## src/loop_ctrl_pkg.sv

```systemverilog
// Package for the loop operational control register bank.
// Assumes byte-wide registers on a plain address/strobe port.
package loop_ctrl_pkg;
  localparam int ADDR_W = 12;
  localparam int DATA_W = 8;
  localparam int PHASE_W = 32;
  localparam int STEP_W = 16;

  // Register offsets
  localparam logic [11:0] LOOP0_USER_MODE_ADDR      = 12'hA22;
  localparam logic [11:0] LOOP0_RESET_CONTROLS_ADDR = 12'hA23;
  localparam logic [11:0] LOOP0_PHASE_STEP_ADDR     = 12'hA24;
  localparam logic [11:0] CHAN1_SYNC_CALIBRATE_ADDR = 12'hA40;
  // Phase offset readback, four bytes from this base
  localparam logic [11:0] PHASE_OFFSET_BASE_ADDR    = 12'hA28;

  // User-mode fields
  localparam int MANUAL_REF_HI = 6;
  localparam int MANUAL_REF_LO = 5;
  localparam int SWITCH_MODE_HI = 4;
  localparam int SWITCH_MODE_LO = 2;
  localparam int USER_HOLDOVER_BIT = 1;
  localparam int USER_FREE_RUN_BIT = 0;
  localparam logic [7:0] USER_MODE_MASK = 8'h7F;

  // Reset-control fields
  localparam int RST_LOOP_FILTER_BIT = 2;
  localparam int RST_TW_HISTORY_BIT  = 1;
  localparam int RST_AUTOSYNC_BIT    = 0;
  localparam logic [7:0] RESET_CTRL_MASK = 8'h07;

  // Phase command fields
  localparam int PHASE_ZERO_BIT = 2;
  localparam int PHASE_DEC_BIT  = 1;
  localparam int PHASE_INC_BIT  = 0;

  // Sync/calibrate fields
  localparam int SOFT_SYNC_BIT    = 2;
  localparam int CALIBRATE_BIT    = 1;
  localparam int DEEP_SLEEP_BIT   = 0;
  localparam logic [7:0] SYNC_CAL_MASK = 8'h07;

  localparam logic [7:0] REG_RESET_VAL = 8'h00;
  localparam logic [PHASE_W-1:0] PHASE_ZERO = 32'h0000_0000;

  // Reference selection and switchover modes
  typedef enum logic [1:0] {
    REF_A = 2'h0,
    REF_B = 2'h1,
    REF_C = 2'h2,
    REF_D = 2'h3
  } ref_sel_t;

  typedef enum logic [2:0] {
    MODE_AUTO_REVERT    = 3'h0,
    MODE_AUTO_NONREVERT = 3'h1,
    MODE_MANUAL_FALLREF = 3'h2,
    MODE_MANUAL_HOLD    = 3'h3,
    MODE_MANUAL_ONLY    = 3'h4
  } switch_mode_t;

  // Loop operating state presented to the loop core
  typedef enum logic [1:0] {
    OP_NORMAL   = 2'h0,
    OP_HOLDOVER = 2'h1,
    OP_FREE_RUN = 2'h3
  } op_state_t;

  // Mask a byte by a field mask; used for the user-mode, reset-control and sync/calibrate writes
  function automatic logic [7:0] masked(input logic [7:0] v, input logic [7:0] m);
    masked = v & m;
  endfunction
endpackage

```

## src/pll_operational_control_regs.sv

```systemverilog
// Register bank for loop operational controls: loop zero mode, resets,
// phase stepping, and channel one sync, calibration and deep sleep.
// Assumes a same-clock host port; read data appear one cycle after the strobe.
//
// Contract
// [RULE_01] Bits 6:5 pick reference A to D
// [RULE_02] Bits 4:2 set switchover mode 000-010
// [RULE_03] Mode 011 falls back to holdover
// [RULE_04] Mode 100 no fallback; 101-111 unused
// [RULE_05] User-mode bit 1 forces holdover
// [RULE_06] User-mode bit 0 forces free run
// [RULE_07] Reset bit 2 clears loop filter
// [RULE_08] Reset bit 1 resets tuning-word history
// [RULE_09] Reset bit 0 resets autosync logic
// [RULE_10] Phase bit 2 zeroes offset, self-clears
// [RULE_11] Phase bit 1 subtracts step, self-clears
// [RULE_12] Phase bit 0 adds step, self-clears
// [RULE_13] Sync bit 2 stalls; restart on fall
// [RULE_14] Calibration starts on bit 1 rise
// [RULE_15] Sync bit 0 puts channel asleep
// [RULE_16] Zero command beats increment and decrement
//
// The plain strobed port was chosen for this implementation.
`timescale 1ns/1ps
module pll_operational_control_regs
  import loop_ctrl_pkg::*;
(
  input  wire logic              ref_clk,
  input  wire logic              reset,
  input  wire logic [ADDR_W-1:0] addr,
  input  wire logic [DATA_W-1:0] wr_data,
  input  wire logic              wr_en,
  input  wire logic              rd_en,
  input  wire logic [STEP_W-1:0] step_size,
  input  wire logic              ref_fail,
  output logic      [DATA_W-1:0] rd_data,
  output logic      [1:0]        ref_select,
  output logic      [2:0]        switch_mode,
  output logic      [1:0]        op_state,
  output logic                   loop_filter_clear,
  output logic                   tw_history_reset,
  output logic                   autosync_reset,
  output logic      [PHASE_W-1:0] phase_offset,
  output logic                   dist_stall,
  output logic                   dist_restart,
  output logic                   cal_start,
  output logic                   chan1_sleep
);
  typedef struct packed {
    logic [7:0]  user_mode;
    logic [7:0]  reset_ctrl;
    logic [7:0]  sync_cal;
    logic [7:0]  rd_data;
    logic [1:0]  op_state;
    logic        filt_clr;
    logic        tw_rst;
    logic        as_rst;
    logic        restart;
    logic        cal_start;
  } regs_state_t;

  regs_state_t st_q;
  regs_state_t st_d;

  logic        wr_user;
  logic        wr_reset;
  logic        wr_phase;
  logic        wr_sync;
  logic        cmd_zero;
  logic        cmd_dec;
  logic        cmd_inc;
  logic        soft_fall;
  logic        cal_rise;
  logic [2:0]  mode_f;
  logic [PHASE_W-1:0] acc_offset;
  logic [PHASE_W-1:0] step_wide;

  // Write decode; the phase register is write-one-to-act only
  assign wr_user  = wr_en && (addr == LOOP0_USER_MODE_ADDR);
  assign wr_reset = wr_en && (addr == LOOP0_RESET_CONTROLS_ADDR);
  assign wr_phase = wr_en && (addr == LOOP0_PHASE_STEP_ADDR);
  assign wr_sync  = wr_en && (addr == CHAN1_SYNC_CALIBRATE_ADDR);

  // [RULE_16] zero takes priority
  assign cmd_zero = wr_phase && wr_data[PHASE_ZERO_BIT];
  // [RULE_11] decrement pulse
  assign cmd_dec  = wr_phase && wr_data[PHASE_DEC_BIT] && !cmd_zero;
  // [RULE_12] increment pulse
  assign cmd_inc  = wr_phase && wr_data[PHASE_INC_BIT] && !cmd_zero;

  assign mode_f = st_q.user_mode[SWITCH_MODE_HI:SWITCH_MODE_LO];
  // Step widened once so the phase checks add at full accumulator width
  assign step_wide = {{(PHASE_W-STEP_W){1'b0}}, step_size};

  // [RULE_10] accumulator zeroes and steps
  phase_offset_acc u_acc
  (
    .ref_clk      (ref_clk),
    .reset        (reset),
    .cmd_zero     (cmd_zero),
    .cmd_dec      (cmd_dec),
    .cmd_inc      (cmd_inc),
    .step_size    (step_size),
    .phase_offset (acc_offset)
  );

  edge_pulse u_sync_edge
  (
    .ref_clk (ref_clk),
    .reset   (reset),
    .level   (st_q.sync_cal[SOFT_SYNC_BIT]),
    .rise    (),
    .fall    (soft_fall)
  );

  edge_pulse u_cal_edge
  (
    .ref_clk (ref_clk),
    .reset   (reset),
    .level   (st_q.sync_cal[CALIBRATE_BIT]),
    .rise    (cal_rise),
    .fall    ()
  );

  // Readback mux; unmapped addresses read zero
  function automatic logic [7:0] read_mux(input logic [11:0] a, input regs_state_t s,
                                         input logic [PHASE_W-1:0] p);
    logic [7:0] r;
    r = 8'h00;
    unique case (a)
      LOOP0_USER_MODE_ADDR:          r = s.user_mode;
      LOOP0_RESET_CONTROLS_ADDR:     r = s.reset_ctrl;
      LOOP0_PHASE_STEP_ADDR:         r = 8'h00;
      CHAN1_SYNC_CALIBRATE_ADDR:     r = s.sync_cal;
      PHASE_OFFSET_BASE_ADDR:        r = p[7:0];
      PHASE_OFFSET_BASE_ADDR + 12'h1: r = p[15:8];
      PHASE_OFFSET_BASE_ADDR + 12'h2: r = p[23:16];
      PHASE_OFFSET_BASE_ADDR + 12'h3: r = p[31:24];
      default:                       r = 8'h00;
    endcase
    read_mux = r;
  endfunction

  // Next state: register writes, derived controls and readback
  always_comb
  begin
    st_d = st_q;
    if (wr_user)
    begin
      st_d.user_mode = masked(wr_data, USER_MODE_MASK);
    end
    if (wr_reset)
    begin
      st_d.reset_ctrl = masked(wr_data, RESET_CTRL_MASK);
    end
    if (wr_sync)
    begin
      st_d.sync_cal = masked(wr_data, SYNC_CAL_MASK);
    end
    // [RULE_07] loop filter held clear
    st_d.filt_clr = st_d.reset_ctrl[RST_LOOP_FILTER_BIT];
    // [RULE_08] history reset level
    st_d.tw_rst = st_d.reset_ctrl[RST_TW_HISTORY_BIT];
    // [RULE_09] autosync reset level
    st_d.as_rst = st_d.reset_ctrl[RST_AUTOSYNC_BIT];
    // [RULE_13] restart pulse on falling sync bit
    st_d.restart = soft_fall;
    // [RULE_14] calibration on rising bit only
    st_d.cal_start = cal_rise;
    // Free run wins over holdover; a failed manual ref holds over in mode 011
    // [RULE_06] forced free run
    if (st_d.user_mode[USER_FREE_RUN_BIT])
    begin
      st_d.op_state = OP_FREE_RUN;
    end
    // [RULE_05] forced holdover
    else if (st_d.user_mode[USER_HOLDOVER_BIT])
    begin
      st_d.op_state = OP_HOLDOVER;
    end
    // [RULE_03] holdover on manual ref failure
    else if (mode_f == MODE_MANUAL_HOLD && ref_fail)
    begin
      st_d.op_state = OP_HOLDOVER;
    end
    else
    begin
      st_d.op_state = OP_NORMAL;
    end
    st_d.rd_data = rd_en ? read_mux(addr, st_q, acc_offset) : 8'h00;
  end

  always_ff @(posedge ref_clk)
  begin
    if (reset)
    begin
      st_q <= '0;
    end
    else
    begin
      st_q <= st_d;
    end
  end

  // Outputs straight from flops
  assign rd_data           = st_q.rd_data;
  // [RULE_01] reference select field
  assign ref_select        = st_q.user_mode[MANUAL_REF_HI:MANUAL_REF_LO];
  // [RULE_02] switchover mode field; unused codes pass through untouched
  // [RULE_04] core treats 100 as manual only
  assign switch_mode       = mode_f;
  assign op_state          = st_q.op_state;
  assign loop_filter_clear = st_q.filt_clr;
  assign tw_history_reset  = st_q.tw_rst;
  assign autosync_reset    = st_q.as_rst;
  assign phase_offset      = acc_offset;
  // [RULE_13] stall while bit set
  assign dist_stall        = st_q.sync_cal[SOFT_SYNC_BIT];
  assign dist_restart      = st_q.restart;
  assign cal_start         = st_q.cal_start;
  // [RULE_15] deep sleep control
  assign chan1_sleep       = st_q.sync_cal[DEEP_SLEEP_BIT];
endmodule

```

## src/phase_offset_acc.sv

```systemverilog
// Incremental phase offset accumulator for loop zero.
// Assumes one-cycle command pulses; zero beats step when both arrive.
`timescale 1ns/1ps
module phase_offset_acc
  import loop_ctrl_pkg::*;
(
  input  wire logic               ref_clk,
  input  wire logic               reset,
  input  wire logic               cmd_zero,
  input  wire logic               cmd_dec,
  input  wire logic               cmd_inc,
  input  wire logic [STEP_W-1:0]  step_size,
  output logic      [PHASE_W-1:0] phase_offset
);
  typedef struct packed {
    logic [PHASE_W-1:0] offset;
  } acc_state_t;

  acc_state_t st_q;
  acc_state_t st_d;
  logic [PHASE_W-1:0] step_ext;

  assign step_ext = {{(PHASE_W-STEP_W){1'b0}}, step_size};

  // Zero first, then a net step; inc and dec together cancel
  always_comb
  begin
    st_d = st_q;
    if (cmd_zero)
    begin
      st_d.offset = PHASE_ZERO;
    end
    else if (cmd_inc && !cmd_dec)
    begin
      st_d.offset = st_q.offset + step_ext;
    end
    else if (cmd_dec && !cmd_inc)
    begin
      st_d.offset = st_q.offset - step_ext;
    end
  end

  always_ff @(posedge ref_clk)
  begin
    if (reset)
    begin
      st_q <= '0;
    end
    else
    begin
      st_q <= st_d;
    end
  end

  assign phase_offset = st_q.offset;
endmodule

```

## src/edge_pulse.sv

```systemverilog
// Rising and falling edge detector for register bits on ref_clk.
// Input comes from same-clock logic, so no synchroniser is needed.
`timescale 1ns/1ps
module edge_pulse
(
  input  wire logic ref_clk,
  input  wire logic reset,
  input  wire logic level,
  output logic      rise,
  output logic      fall
);
  typedef struct packed {
    logic prev;
  } edge_state_t;

  edge_state_t st_q;
  edge_state_t st_d;

  // Previous level kept one cycle
  always_comb
  begin
    st_d.prev = level;
  end

  always_ff @(posedge ref_clk)
  begin
    if (reset)
    begin
      st_q <= '0;
    end
    else
    begin
      st_q <= st_d;
    end
  end

  assign rise = level & ~st_q.prev;
  assign fall = ~level & st_q.prev;
endmodule

```

## config.mk

```make
export PLATFORM = sky130hd
export DESIGN_NAME = pll_operational_control_regs
export DESIGN_NICKNAME = d
export VERILOG_FILES = /design/src/loop_ctrl_pkg.sv /design/src/pll_operational_control_regs.sv /design/src/phase_offset_acc.sv /design/src/edge_pulse.sv
export SDC_FILE = /design/constraint.sdc
export NUM_CORES = 1
export LEC_CHECK = 0
export ABC_CLOCK_PERIOD_IN_PS = 6800
export CORE_MARGIN = 5
export CORE_UTILIZATION = 56
export DETAILED_ROUTE_END_ITERATION = 6
export DONT_BUFFER_PORTS = 1
export HOLD_SLACK_MARGIN = 0.03
export PLACE_DENSITY_LB_ADDON = 0.1
export REMOVE_ABC_BUFFERS = 1
export SYNTH_ARGS = -nofsm -noshare
export SYNTH_HDL_FRONTEND = slang
export SYNTH_SLANG_ARGS = --single-unit
```

## constraint.sdc

```tcl
create_clock -name ref_clk -period 6.8 [get_ports ref_clk]
set_clock_uncertainty 0.05 [all_clocks]
set_input_delay 1.36 -clock ref_clk [delete_from_list [all_inputs] [get_ports ref_clk]]
set_output_delay 1.36 -clock ref_clk [all_outputs]
set_load 0.03 [all_outputs]
```

# --- After elaboration in Yosys (flattened, before gate mapping) ---
# Index checks and enable logic that the tools add are counted.
word_totals:
  register_bits: 62
  input_bits: 41
  out_inout_bits: 54
  wordCells: 56
classes:
  n_addsub: 2
  n_eq_ne: 9
  mux: 8
  bitwise: 5
  reduce_logical: 18
ops:
  columns: ["op", "count"]
  rows:
  - ["12-bit == test (second input constant)", 8]
  - ["32-bit 2-to-1 mux", 2]
  - ["8-bit case mux with 7 select lines", 1]
  - ["32-bit by 16-bit adder with 32-bit output", 1]
  - ["32-bit by 16-bit subtractor with 32-bit output", 1]
  - ["1-bit logical AND", 12]
  - ["2-bit 2-to-1 mux", 2]
  - ["2-bit OR reduction", 2]
  - ["3-bit by 2-bit == test with 1-bit output (second input constant)", 1]
  - ["1-bit zero test", 3]
  - ["3-bit 2-to-1 mux", 1]
  - ["1-bit NOT", 3]
  - ["1-bit bitwise AND", 2]
  - ["1-bit 2-to-1 mux", 2]
  - ["2-bit nonzero test", 1]

# --- Depth between registers and ports, before layout ---
# Gate-level depths: netlist of the first run.
depth:
  depth_word: 9
  depth_mapped: 18
  depth_no_buf: 17

# --- By module ---
# From an unflattened synthesis of the first run, not the netlist that was laid out.
unflattened:
  hier_cells: 576
  hier_area_um2: 4719.5
by_module_without_submodules:
  columns: ["mod", "instances", "cells_per_inst", "area_each_um2", "seq_area_each_um2"]
  rows:
  - ["phase_offset_acc", 1, 420, 3143.0, 640.6]
  - ["pll_operational_control_regs", 1, 148, 1498.9, 480.5]
  - ["edge_pulse", 2, 4, 38.8, 20.0]

# --- Worst setup path after synthesis of the first run ---
# Ideal clock, no wire load.
synth_path:
  path_kind: "input -> register"
  from: "input port addr[7]"
  to: "register u_acc.st_q (netlist bit u_acc.phase_offset[30])"
  setup_time_ps: 117
  arrival_time_ps: 5262
  required_time_ps: 6633
  setup_slack_ps: 1371
  path_stages: 18
  n_path_buf: 1
  cell_sequence: "nor4b_1 -> nand2_1 -> nor4_1 -> and2_1 -> ha_1 -> clkbuf_1 -> mux2_2 -> inv_1 -> fa_1 -> and2b_1 -> o2111ai_1 -> a21o_1 -> a21oi_1 -> o21ai_2 -> o311ai_2 -> a31oi_1 -> xnor2_1 -> a22o_1"
synth_via:
  elab_chain_cells: 8
  elab_cells_between_ends: 15
  classes_between: "eq/ne: 1; mux: 1; reduce/logical: 13"
synth_lines:
  columns: ["item", "line_no", "source"]
  rows:
  - ["start, declared", "pll_operational_control_regs.sv:30", "input wire logic [ADDR_W-1:0] addr,"]
  - ["12-bit == test *", "pll_operational_control_regs.sv:81", "assign wr_phase = wr_en && (addr == LOOP0_PHASE_STEP_ADDR);"]
  - ["1-bit logical AND *", "pll_operational_control_regs.sv:81", null]
  - ["1-bit logical AND", "pll_operational_control_regs.sv:85", "assign cmd_zero = wr_phase && wr_data[PHASE_ZERO_BIT];"]
  - ["1-bit zero test", "pll_operational_control_regs.sv:87, pll_operational_control_regs.sv:89", null]
  - ["1-bit logical AND, on equally long branches", "pll_operational_control_regs.sv:87, pll_operational_control_regs.sv:89", null]
  - ["1-bit zero test, on equally long branches", "phase_offset_acc.sv:33, phase_offset_acc.sv:37", null]
  - ["1-bit logical AND, on equally long branches", "phase_offset_acc.sv:33, phase_offset_acc.sv:37", null]
  - ["32-bit 2-to-1 mux or 2-bit nonzero test (tied branches)", null, null]
  - ["end signal, assigned", "phase_offset_acc.sv:51", "st_q <= st_d;"]
  - ["end, declared", "phase_offset_acc.sv:19", "acc_state_t st_q;"]
# Every way passes the cells marked *; elsewhere a longest branch is shown, timed or not.
# A chain may end at the register's enable or synchronous reset.

# --- Worst setup path after layout of the first run ---
# Ends and elaborated chain as after synthesis.

==> results of run 1 <==
-- sequential cells by signal (all words and copies together) (netlist names) --
register            flops
st_q                    6
u_sync_edge.st_q        1
chan1_sleep             1
u_cal_edge.st_q         1
ref_select              2
rd_data                 8
cal_start               1
dist_stall              1
dist_restart            1
op_state                1
u_acc.phase_offset     32
switch_mode             3
-- final timing paths --
path / startpoint / endpoint / slack, ns / depth (start not counted)
worst max register to register: u_acc.phase_offset[0] / u_acc.phase_offset[30] / 3.30 / 12
worst min-delay path: u_cal_edge.st_q / cal_start / 0.33 / 1
worst min register to register: u_cal_edge.st_q / cal_start / 0.33 / 1
worst max-delay path: addr[7] / u_acc.phase_offset[30] / 0.91 / 17
-- routing by layer --
layer  part of all wire [%]  wire length (µm)  up-vias  global-route usage, %
li1                       -                 -     1973                      -
met1                     45              5452     1861                  33.84
met2                     44              5364      158                  39.00
met3                    9.2              1124       26                  6.929
met4                    2.4               299        0                  9.034
met5                      0                 0        -                      0
-- kinds of logic after synthesis --
group	count (synthesis)	share of synthesized area [%]
xor+xnor	39	7.813
compound gates	170	26.27
buf+inv	57	6.325
flops	58	26.56
mux	11	2.633
fa+ha+maj	35	10.19
simple gates	189	20.21
-- stage by stage --
step / power (mW) / hold WS, ns / cell area [µm²] / utilization (%)
floorplan: 0.3784 / 0.3174 / 4167 / -
global placement: 0.3843 / 0.3242 / 4339 / 56.74
detailed placement: 0.3854 / 0.3288 / 4339 / 56.74
CTS: 0.7397 / 0.3344 / 4557 / 59.59
global route: 0.7638 / 0.3417 / 4557 / 59.59
finish: 0.7343 / 0.3329 / 4557 / 59.59
-- cell usage in the layout (no fill, tap or decap), types with 5 or more instances in the layout --
| master | netlist | final |
|---|---|---|
| a21oi_1 | 78 | 78 |
| nand2_1 | 65 | 65 |
| dfxtp_1 | 58 | 58 |
| nor2_1 | 55 | 55 |
| ha_1 | 34 | 34 |
| xnor2_1 | 23 | 23 |
| inv_1 | 19 | 19 |
| a31oi_1 | 18 | 18 |
| xor2_1 | 16 | 16 |
| a21o_1 | 16 | 16 |
| nand3_1 | 16 | 16 |
| o21ai_0 | 14 | 14 |
| nor3_1 | 13 | 13 |
| a222oi_1 | 10 | 10 |
| clkbuf_8 | 0 | 10 |
| nor2b_1 | 7 | 7 |
| mux2i_1 | 7 | 7 |
| buf_4 | 15 | 6 |
| nand2b_1 | 5 | 5 |
| a22o_1 | 5 | 5 |
-- report_power, final --
group          internal [mW]  switching (mW)
sequential             0.340       0.0000878
combinational         0.0156          0.0227
clock                  0.214           0.143
total                  0.569           0.166
-- area by class of cell --
type	count	area, µm²	share of cell area (%)
clock buffer	10	137.6	3.020
clock inverter	6	80.08	1.757
inverter	19	71.32	1.565
multi-input combinational	444	2934	64.39
sequential	58	1161	25.48
tap	102	127.6	2.801
timing repair buffer	6	45.04	0.9885
-- worst reg2reg max path, stage by stage (launching register included) --
cell and delay, ns:
dfxtp_1 0.57, ha_1 0.28, inv_1 0.07, fa_1 0.37, and2b_1 0.25, o2111ai_1 0.14, a21o_1 0.20, a21oi_1 0.21
o21ai_2 0.16, o311ai_2 0.51, a31oi_1 0.20, xnor2_1 0.15, a22o_1 0.22
==> flow_metrics.tcl, run 1 <==
set metrics [dict create \
    outcome "finished clean" \
    cp.buffers_inverters 1 \
    setup.worst_path.class "primary input to flop" \
    leading_cell_types_by_count_after_synthesis "78 x a21oi_1, 65 x nand2_1, 58 x dfxtp_1" \
    cts.hold.buffers_added 0 \
    viasPerCell 6.229 \
    worstSkewPairLatency_ns 0.34 \
    fraction_of_layout_cells_with_a_size_suffix_above_1_pct 7.551 \
    boundaryPins 95 \
    antenna-diode-count 0 \
    critical-path-top-cell-by-count "ha_1" \
    post_synth_inst_count 559 \
    gp_routability_congestion 0.8811 \
    synth.yosys.warnings 0 \
    syn_avg_cell_area_um2 7.821 \
    post-cts-setup-buffer-count 0 \
    synth.lib_cells_used.distinct 61 \
    cp_data_required_time_ns 6.98 \
    synthDominantAreaCellType "dfxtp_1" \
    worst_ep_arrival_time_ns 6.07 \
    initial_utilization_pct 57.17 \
    grt_antenna_before_repair 0 \
    die_height_um 98.36 \
    timing.critical_path.slowest_cell_delay_ns 0.64 \
    detailed_place_hpwl_um 9548 \
    num-fill-cells 717 \
    design.die.area_um2 9674 \
    slew_headroom_pct 25.95 \
    post_route_drc 0 \
    cts_resized 0 \
    grt_pass1_wl_um 19630 \
    htreeDepth 3 \
    dr_total_vias 4018 \
    min_period_ns 5.893 \
    synth-edff-count 0 \
    overflow_left_after_global_routing 0 \
    cts.root.buffer_cell "clkbuf_8" \
    drtIter0Drc 268 \
    finalHoldViolCount 0 \
    synth.top_cell.area_share_pct 26.56 \
    ys_dominant_reg_cell "dfxtp_1" \
    power.density_nw_per_um2 161.2 \
    yosysSeqAreaShare_pct 26.56 \
    synth_area_um2 4372 \
    vdd.ir_drop.worst_mv 0.08561 \
    fp-row-count 32 \
    postRouteAntennaNets 0 \
    max_clock_freq_mhz 169.7 \
    hold_class "flop to flop" \
    static-leakage-power_nw 1.853 \
    routed_wire_length_per_instance_um 18.98 \
    timing.critical_path.slowest_stage_cell "nor4b_1" \
    number_of_nets_in_the_layout 614 \
    area_growth_syn_to_layout_pct 4.236 \
    cell_chain_of_the_critical_path "nor4b_1, nand2_1, nor4_1, and2_1, ha_1, buf_4, mux2_2, ha_1, a21o_1, a21oi_1, nor2_1, o41ai_2, a2bb2oi_1, o311ai_2, a31oi_1, xnor2_1, a22o_1" \
    core_um2 7647 \
    io_buffers 0 \
    count_of_clock_tree_sinks 58 \
    path_clk_slew_ns 0.06 \
    clock_tree_from_tritoncts "yes" \
    synthTopCellsByArea "dfxtp_1 27%, ha_1 9.7%, a21oi_1 8.9%, nand2_1 5.6%, nor2_1 4.7%" \
    dpl.cell_count 629 \
    startpoint_type "primary input" \
    largest_net_degree_at_the_start_of_global_routing 42 \
    die_w_um 98.36 \
    synth_async_sr_flop_share_pct 0 \
    finalSetupViolations 0 \
    totalWireLength_um 12240 \
    post-route-worst-setup-slack_ns 0.9071 \
    crit_family "compound AO/OA/AOI/OAI gates" \
    cts_buffers 9 \
    postSynthRegisterBits 58 \
    finalSetupTns_ns 0 \
    synth.most_common_cell "a21oi_1" \
    clock_tree.buffer_depth 2 \
    detail_route.first_pass.iterations 5 \
    cp-end-kind "flop" \
    number_of_global_route_vias_before_repair 3754 \
    final_clock_period_utilization_by_the_worst_path_pct 86.66 \
    worst_slew_pin_slew_ns 1.111 \
    finish.cell_count_without_fillers 645 \
    path_max_fanout 21 \
    grt_setup_unrepaired "false" \
    final-max-slew-violation-count 0 \
    gr-usage-all-layers_pct 25.28 \
    dp_slack_ns 0.6145 \
    drv.max_cap_violation_count 0 \
]
Power figures use the tool's default switching activity.
==> inputs of run 2 (changes only) <==
- CORE_MARGIN: 5 -> unset
==> run 2 against run 1 <==
  * Highest routed layer unchanged
  * Global-route usage increased by 3.7 points
  * Worst setup slack improved by 0.48 ns
  * Final area increased by 0.11%
  * Power about the same
  * Via count decreased by 1.4%
  * Sequential share of layout area about the same
  * Sequential cell count unchanged
==> flow_metrics.tcl, run 2 (synthesized netlist as in run 1, its figures left out) <==
set metrics [dict create \
    cp-end-kind "flop" \
    clk_pwr_share_pct 48.5 \
    viasPerCell 6.160 \
    cp.buffers_inverters 2 \
    num-fill-cells 702 \
    post_dp_cell_area_um2 4343 \
    power.density_nw_per_um2 160.9 \
    mostFrequentLayoutCells "78 x a21oi_1, 65 x nand2_1, 58 x dfxtp_1" \
    cell_chain_of_the_critical_path "nor4b_1, buf_4, nand2_1, nor4_1, and2_1, ha_1, buf_4, mux2_2, ha_1, a21o_1, a21oi_1, nor2_1, o41ai_2, a2bb2oi_1, o311ai_2, a31oi_1, xnor2_1, a22o_1" \
    count_of_clock_tree_sinks 58 \
    min_period_ns 5.408 \
    number_of_global_route_vias_before_repair 3824 \
    final.hold.worst_slack_ns 0.3343 \
    clock_tree.buffer_depth 2 \
    drtIter0Drc 383 \
    post-route-worst-setup-slack_ns 1.392 \
    fraction_of_layout_cells_with_a_size_suffix_above_1_pct 7.537 \
    slew_headroom_pct 28.02 \
    startpoint_type "primary input" \
    grt_pass1_wl_um 18750 \
    cts.root.buffer_cell "clkbuf_8" \
    seqPwrFrac_pct 46.3 \
    max_clock_freq_mhz 184.9 \
    power.share.switching_pct 23.45 \
    hold_class "flop to flop" \
    postRouteAntennaNets 0 \
    antenna-diode-count 0 \
    cts_buffers 9 \
    post-cts-setup-buffer-count 0 \
    final_common_cell "a21oi_1" \
    cp_data_required_time_ns 7.00 \
    core_um2 7408 \
    grt_setup_unrepaired "false" \
    power.switching_mw 0.1722 \
    initial_utilization_pct 59.01 \
    area_growth_syn_to_layout_pct 4.350 \
    final_area_um2 4562 \
    boundaryPins 95 \
    timing.critical_path.slowest_stage_cell "mux2_2" \
    clock_tree_from_tritoncts "yes" \
    finalHoldViolCount 0 \
    detailed_place_hpwl_um 8845 \
    power.internal_mw 0.5620 \
    outcome "finished clean" \
    largest_reg_flops 32 \
    post_route_drc 0 \
    dpl.cell_count 627 \
    overflow_left_after_global_routing 0 \
    worst_slew_pin_slew_ns 1.080 \
    timing.critical_path.slowest_cell_delay_ns 0.38 \
    crit_family "compound AO/OA/AOI/OAI gates" \
    finish.cell_count_without_fillers 643 \
    totalWireLength_um 11340 \
    number_of_nets_in_the_layout 615 \
    finalCoreUtilization_pct 61.58 \
    final_clock_period_utilization_by_the_worst_path_pct 79.53 \
    die_height_um 90.36 \
    largest_net_degree_at_the_start_of_global_routing 42 \
    drv.max_cap_violation_count 0 \
    gp_routability_congestion 0.9665 \
    power_mw 0.7341 \
    setup.worst_path.class "primary input to flop" \
    worstSkewPairLatency_ns 0.35 \
    die_w_um 90.36 \
    vdd.ir_drop.worst_mv 0.08483 \
    pwr-share-comb_pct 5.3 \
    design.die.area_um2 8164 \
    io_buffers 0 \
    htreeDepth 3 \
    static-leakage-power_nw 1.841 \
    dp_slack_ns 1.071 \
    finalSetupViolations 0 \
    worst_ep_arrival_time_ns 5.61 \
    grt_antenna_before_repair 0 \
    fp-row-count 31 \
    path_clk_slew_ns 0.08 \
    dr_total_vias 3961 \
    detail_route.first_pass.iterations 6 \
    finalSetupTns_ns 0 \
    cts_resized 0 \
    path_max_fanout 27 \
    final-max-slew-violation-count 0 \
    cts.hold.buffers_added 0 \
    routed_wire_length_per_instance_um 17.64 \
    gr-usage-all-layers_pct 28.93 \
]
-- run 2: changes by cell type in the layout (fill, tap and decap cells not counted) --
cell	delta
clkinv_2	-4
clkinvlp_4	+3
buf_4	+1
clkbuf_1	+1
clkbuf_8	-1
clkinv_4	+1
-- run 2: power groups by stage --
stage | sequential (mW) | combinational (mW) | clock [mW]
5_1_grt | 0.339 | 0.0435 | 0.374
2_1_floorplan | 0.347 | 0.0310 | 0
6_report | 0.340 | 0.0388 | 0.356
3_5_place_dp | 0.347 | 0.0384 | 0
4_1_cts | 0.340 | 0.0387 | 0.359
3_3_place_gp | 0.347 | 0.0375 | 0
-- run 2: cell type report --
| cell class | count | area (µm²) | area share [%] |
|---|---|---|---|
| Clock inverter | 6 | 91.34 | 2.002 |
| Timing Repair Buffer | 7 | 52.55 | 1.152 |
| Multi-Input combinational cell | 444 | 2934 | 64.32 |
| Sequential cell | 58 | 1161 | 25.45 |
| Inverter | 19 | 71.32 | 1.563 |
| Clock buffer | 10 | 127.6 | 2.798 |
| Tap cell | 99 | 123.9 | 2.715 |
-- run 2: final timing paths --
kind              cells after the start  slack (ns)                endpoint                   from
setup / recovery                     18        1.39  u_acc.phase_offset[30]                addr[7]
hold / removal                        1        0.33               cal_start        u_cal_edge.st_q
setup reg to reg                     12        3.30  u_acc.phase_offset[30]  u_acc.phase_offset[0]
hold reg to reg                       1        0.33               cal_start        u_cal_edge.st_q
-- run 2: routing by layer --
| layer | routed length [µm] | vias up | global-route usage (%) |
|---|---|---|---|
| met4 | 336 | 0 | 12.50 |
| met5 | 0 | - | 0 |
| li1 | - | 1968 | - |
| met2 | 4963 | 182 | 46.18 |
| met3 | 1038 | 24 | 6.734 |
| met1 | 5002 | 1787 | 37.23 |
==> inputs of run 3 (changes only) <==
- ABC_CLOCK_PERIOD_IN_PS: 6800 -> 4900
- clock period: 6.8 -> 4.9 ns (I/O delays scaled with it)
==> run 3 against run 2 <==
  * The flow now finishes with violations (design-rule violations)
  * Die area unchanged
  * Sequential share of layout area decreased by 1.2 points
  * Via count increased by 3.7%
  * Clock power increased by 35%
  * Non-clock buffer count increased by 24
  * Sequential power increased by 39%
  * First-iteration DRC count increased by 5.0%
  * Critical endpoint unchanged
  * Largest cell class unchanged
==> flow_metrics.tcl, run 3 (synthesized netlist as in run 1, its figures left out) <==
set metrics [dict create \
    min_period_ns 4.618 \
    final_common_cell "a21oi_1" \
    clock_tree_from_tritoncts "yes" \
    totalWireLength_um 11920 \
    timing.critical_path.slowest_cell_delay_ns 0.40 \
    drtIter0Drc 402 \
    gp_routability_congestion 0.9797 \
    timing.reg2reg.worst_path_depth 12 \
    post_route_drc 6 \
    clock_tree.buffer_depth 2 \
    io_buffers 0 \
    cp-end-kind "flop" \
    core_um2 7408 \
    post-route-worst-setup-slack_ns 0.2820 \
    ff2ff_setup_slack_ns 1.69 \
    outcome "finished, violations left" \
    number_of_global_route_vias_before_repair 3989 \
    grt_setup_unrepaired "false" \
    grt.met1_usage_pct 38.81 \
    power.share.switching_pct 22.73 \
    overflow_left_after_global_routing 0 \
    max_clock_freq_mhz 216.5 \
    vdd.ir_drop.worst_mv 0.1645 \
    gr-usage-met3_pct 8.081 \
    detailed_place_hpwl_um 9333 \
    htreeDepth 3 \
    power.density_nw_per_um2 211.7 \
    cell_chain_of_the_critical_path "nor4b_2, buf_4, nand2_1, nor4_4, and2_1, ha_2, buf_4, mux2_2, ha_1, a21o_1, a21oi_1, nor2_1, o41ai_2, a2bb2oi_2, o311ai_4, a31oi_2, xnor2_1, a22o_1" \
    startpoint_type "primary input" \
    die_height_um 90.36 \
    die_w_um 90.36 \
    critical-path-top-cell-by-count "buf_4" \
    drv.max_cap_violation_count 0 \
    slew_headroom_pct 48.22 \
    dp_slack_ns -0.1614 \
    design.die.area_um2 8164 \
    worstSkewPairLatency_ns 0.34 \
    final-max-slew-violation-count 0 \
    worst_ep_arrival_time_ns 4.80 \
    detail_route.first_pass.iterations 7 \
    power.switching_mw 0.2304 \
    antenna-diode-count 0 \
    power.internal_mw 0.7834 \
    post_dp_cell_area_um2 4516 \
    boundaryPins 95 \
    postRouteAntennaNets 0 \
    number_of_nets_in_the_layout 639 \
    area_growth_syn_to_layout_pct 9.531 \
    static-leakage-power_nw 1.968 \
    fp-row-count 31 \
    critPathCapture "u_acc.phase_offset[30]" \
    use_met2_pct 47.26 \
    count_of_clock_tree_sinks 58 \
    mostFrequentLayoutCells "77 x a21oi_1, 65 x nand2_1, 58 x dfxtp_1" \
    gr-usage-all-layers_pct 30.08 \
    final_area_um2 4788 \
    hold_class "flop to flop" \
    failed_checks "design-rule violations" \
    cts.root.buffer_cell "clkbuf_8" \
    cp_data_required_time_ns 5.08 \
    timing.critical_path.slowest_stage_cell "o41ai_2" \
    seqPwrFrac_pct 46.5 \
    initial_utilization_pct 59.01 \
    viasPerCell 6.165 \
    largest_reg_flops 32 \
    setup.worst_path.class "primary input to flop" \
    final_clock_period_utilization_by_the_worst_path_pct 94.24 \
    path_max_fanout 6 \
    cts.hold.buffers_added 0 \
    finalHoldViolCount 0 \
    timing.rr.end "u_acc.phase_offset[30]" \
    worst_slew_pin_slew_ns 0.7707 \
    largest_net_degree_at_the_start_of_global_routing 41 \
    path_clk_slew_ns 0.07 \
    finalSetupViolations 0 \
    startpoint "addr[7]" \
    dr_total_vias 4106 \
    grt.busiest_layer "met2" \
    grt_antenna_before_repair 0 \
    routed_wire_length_per_instance_um 17.90 \
    cts_buffers 9 \
    crit-reg2reg-launch "u_acc.phase_offset[0]" \
    clk_pwr_share_pct 47.5 \
    fraction_of_layout_cells_with_a_size_suffix_above_1_pct 12.52 \
    pwr-share-comb_pct 6.0 \
    grt_pass1_wl_um 19620 \
]
-- run 3: worst min path at each step --
stage,startpoint,endpoint,slack [ns],depth (start not counted)
global placement,u_cal_edge.st_q,cal_start,0.32,1
global route,u_cal_edge.st_q,cal_start,0.38,1
floorplan,u_cal_edge.st_q,cal_start,0.32,1
finish,u_cal_edge.st_q,cal_start,0.34,1
CTS,u_cal_edge.st_q,cal_start,0.35,1
detailed placement,u_cal_edge.st_q,cal_start,0.34,1
-- run 3: routing by layer --
layer  share of wire [%]  vias up
li1                    -     2034
met1                  43     1855
met2                  45      196
met3                 9.1       21
met4                 2.7        0
met5                   0        -
-- run 3: timing repair --
action	CTS	global route
setup buffers	0	1
setup endpoints to repair	0	11
resized for setup	0	9
hold endpoints to repair	0	0
-- run 3: power groups by stage --
stage / Sequential (mW) / Clock (mW) / Combinational, mW
after CTS: 0.471 / 0.487 / 0.0602
after detailed placement: 0.482 / 0 / 0.0599
after floorplan: 0.482 / 0 / 0.0431
after global routing: 0.471 / 0.507 / 0.0682
final: 0.471 / 0.481 / 0.0611
after global placement: 0.482 / 0 / 0.0581
-- run 3: layout make-up --
class | count | area, µm²
clock buffers | 9 | 123.9
clock inverters | 6 | 91.34
well taps | 99 | 123.9
multi-input cells | 444 | 2984
repair buffers | 31 | 232.7
inverters | 19 | 71.32
fillers | 676 | 2620
flip-flops and latches | 58 | 1161
-- run 3: through the flow --
stage | std cells | total power, mW | hold slack (ns) | TNS, ns | utilization (%)
floorplan | 521 | 0.5252 | 0.3174 | -2.870 | -
detailed placement | 650 | 0.5420 | 0.3393 | -0.8209 | 60.95
finish | 666 | 1.014 | 0.3440 | 0 | 64.63
global route | 666 | 1.046 | 0.3778 | 0 | 64.63
global placement | 650 | 0.5402 | 0.3214 | -0.03899 | 60.95
CTS | 665 | 1.018 | 0.3498 | 0 | 63.86
-- run 3: critical path, delay by kind of cell --
kind	cells	cell delay [ns]
muxes	1	0.34
adders and majority gates	2	0.52
xor gates and xnor gates	1	0.08
buffers and inverters	2	0.35
and+or+nand+nor	5	0.88
AOI/OAI and AO/OA	7	1.64
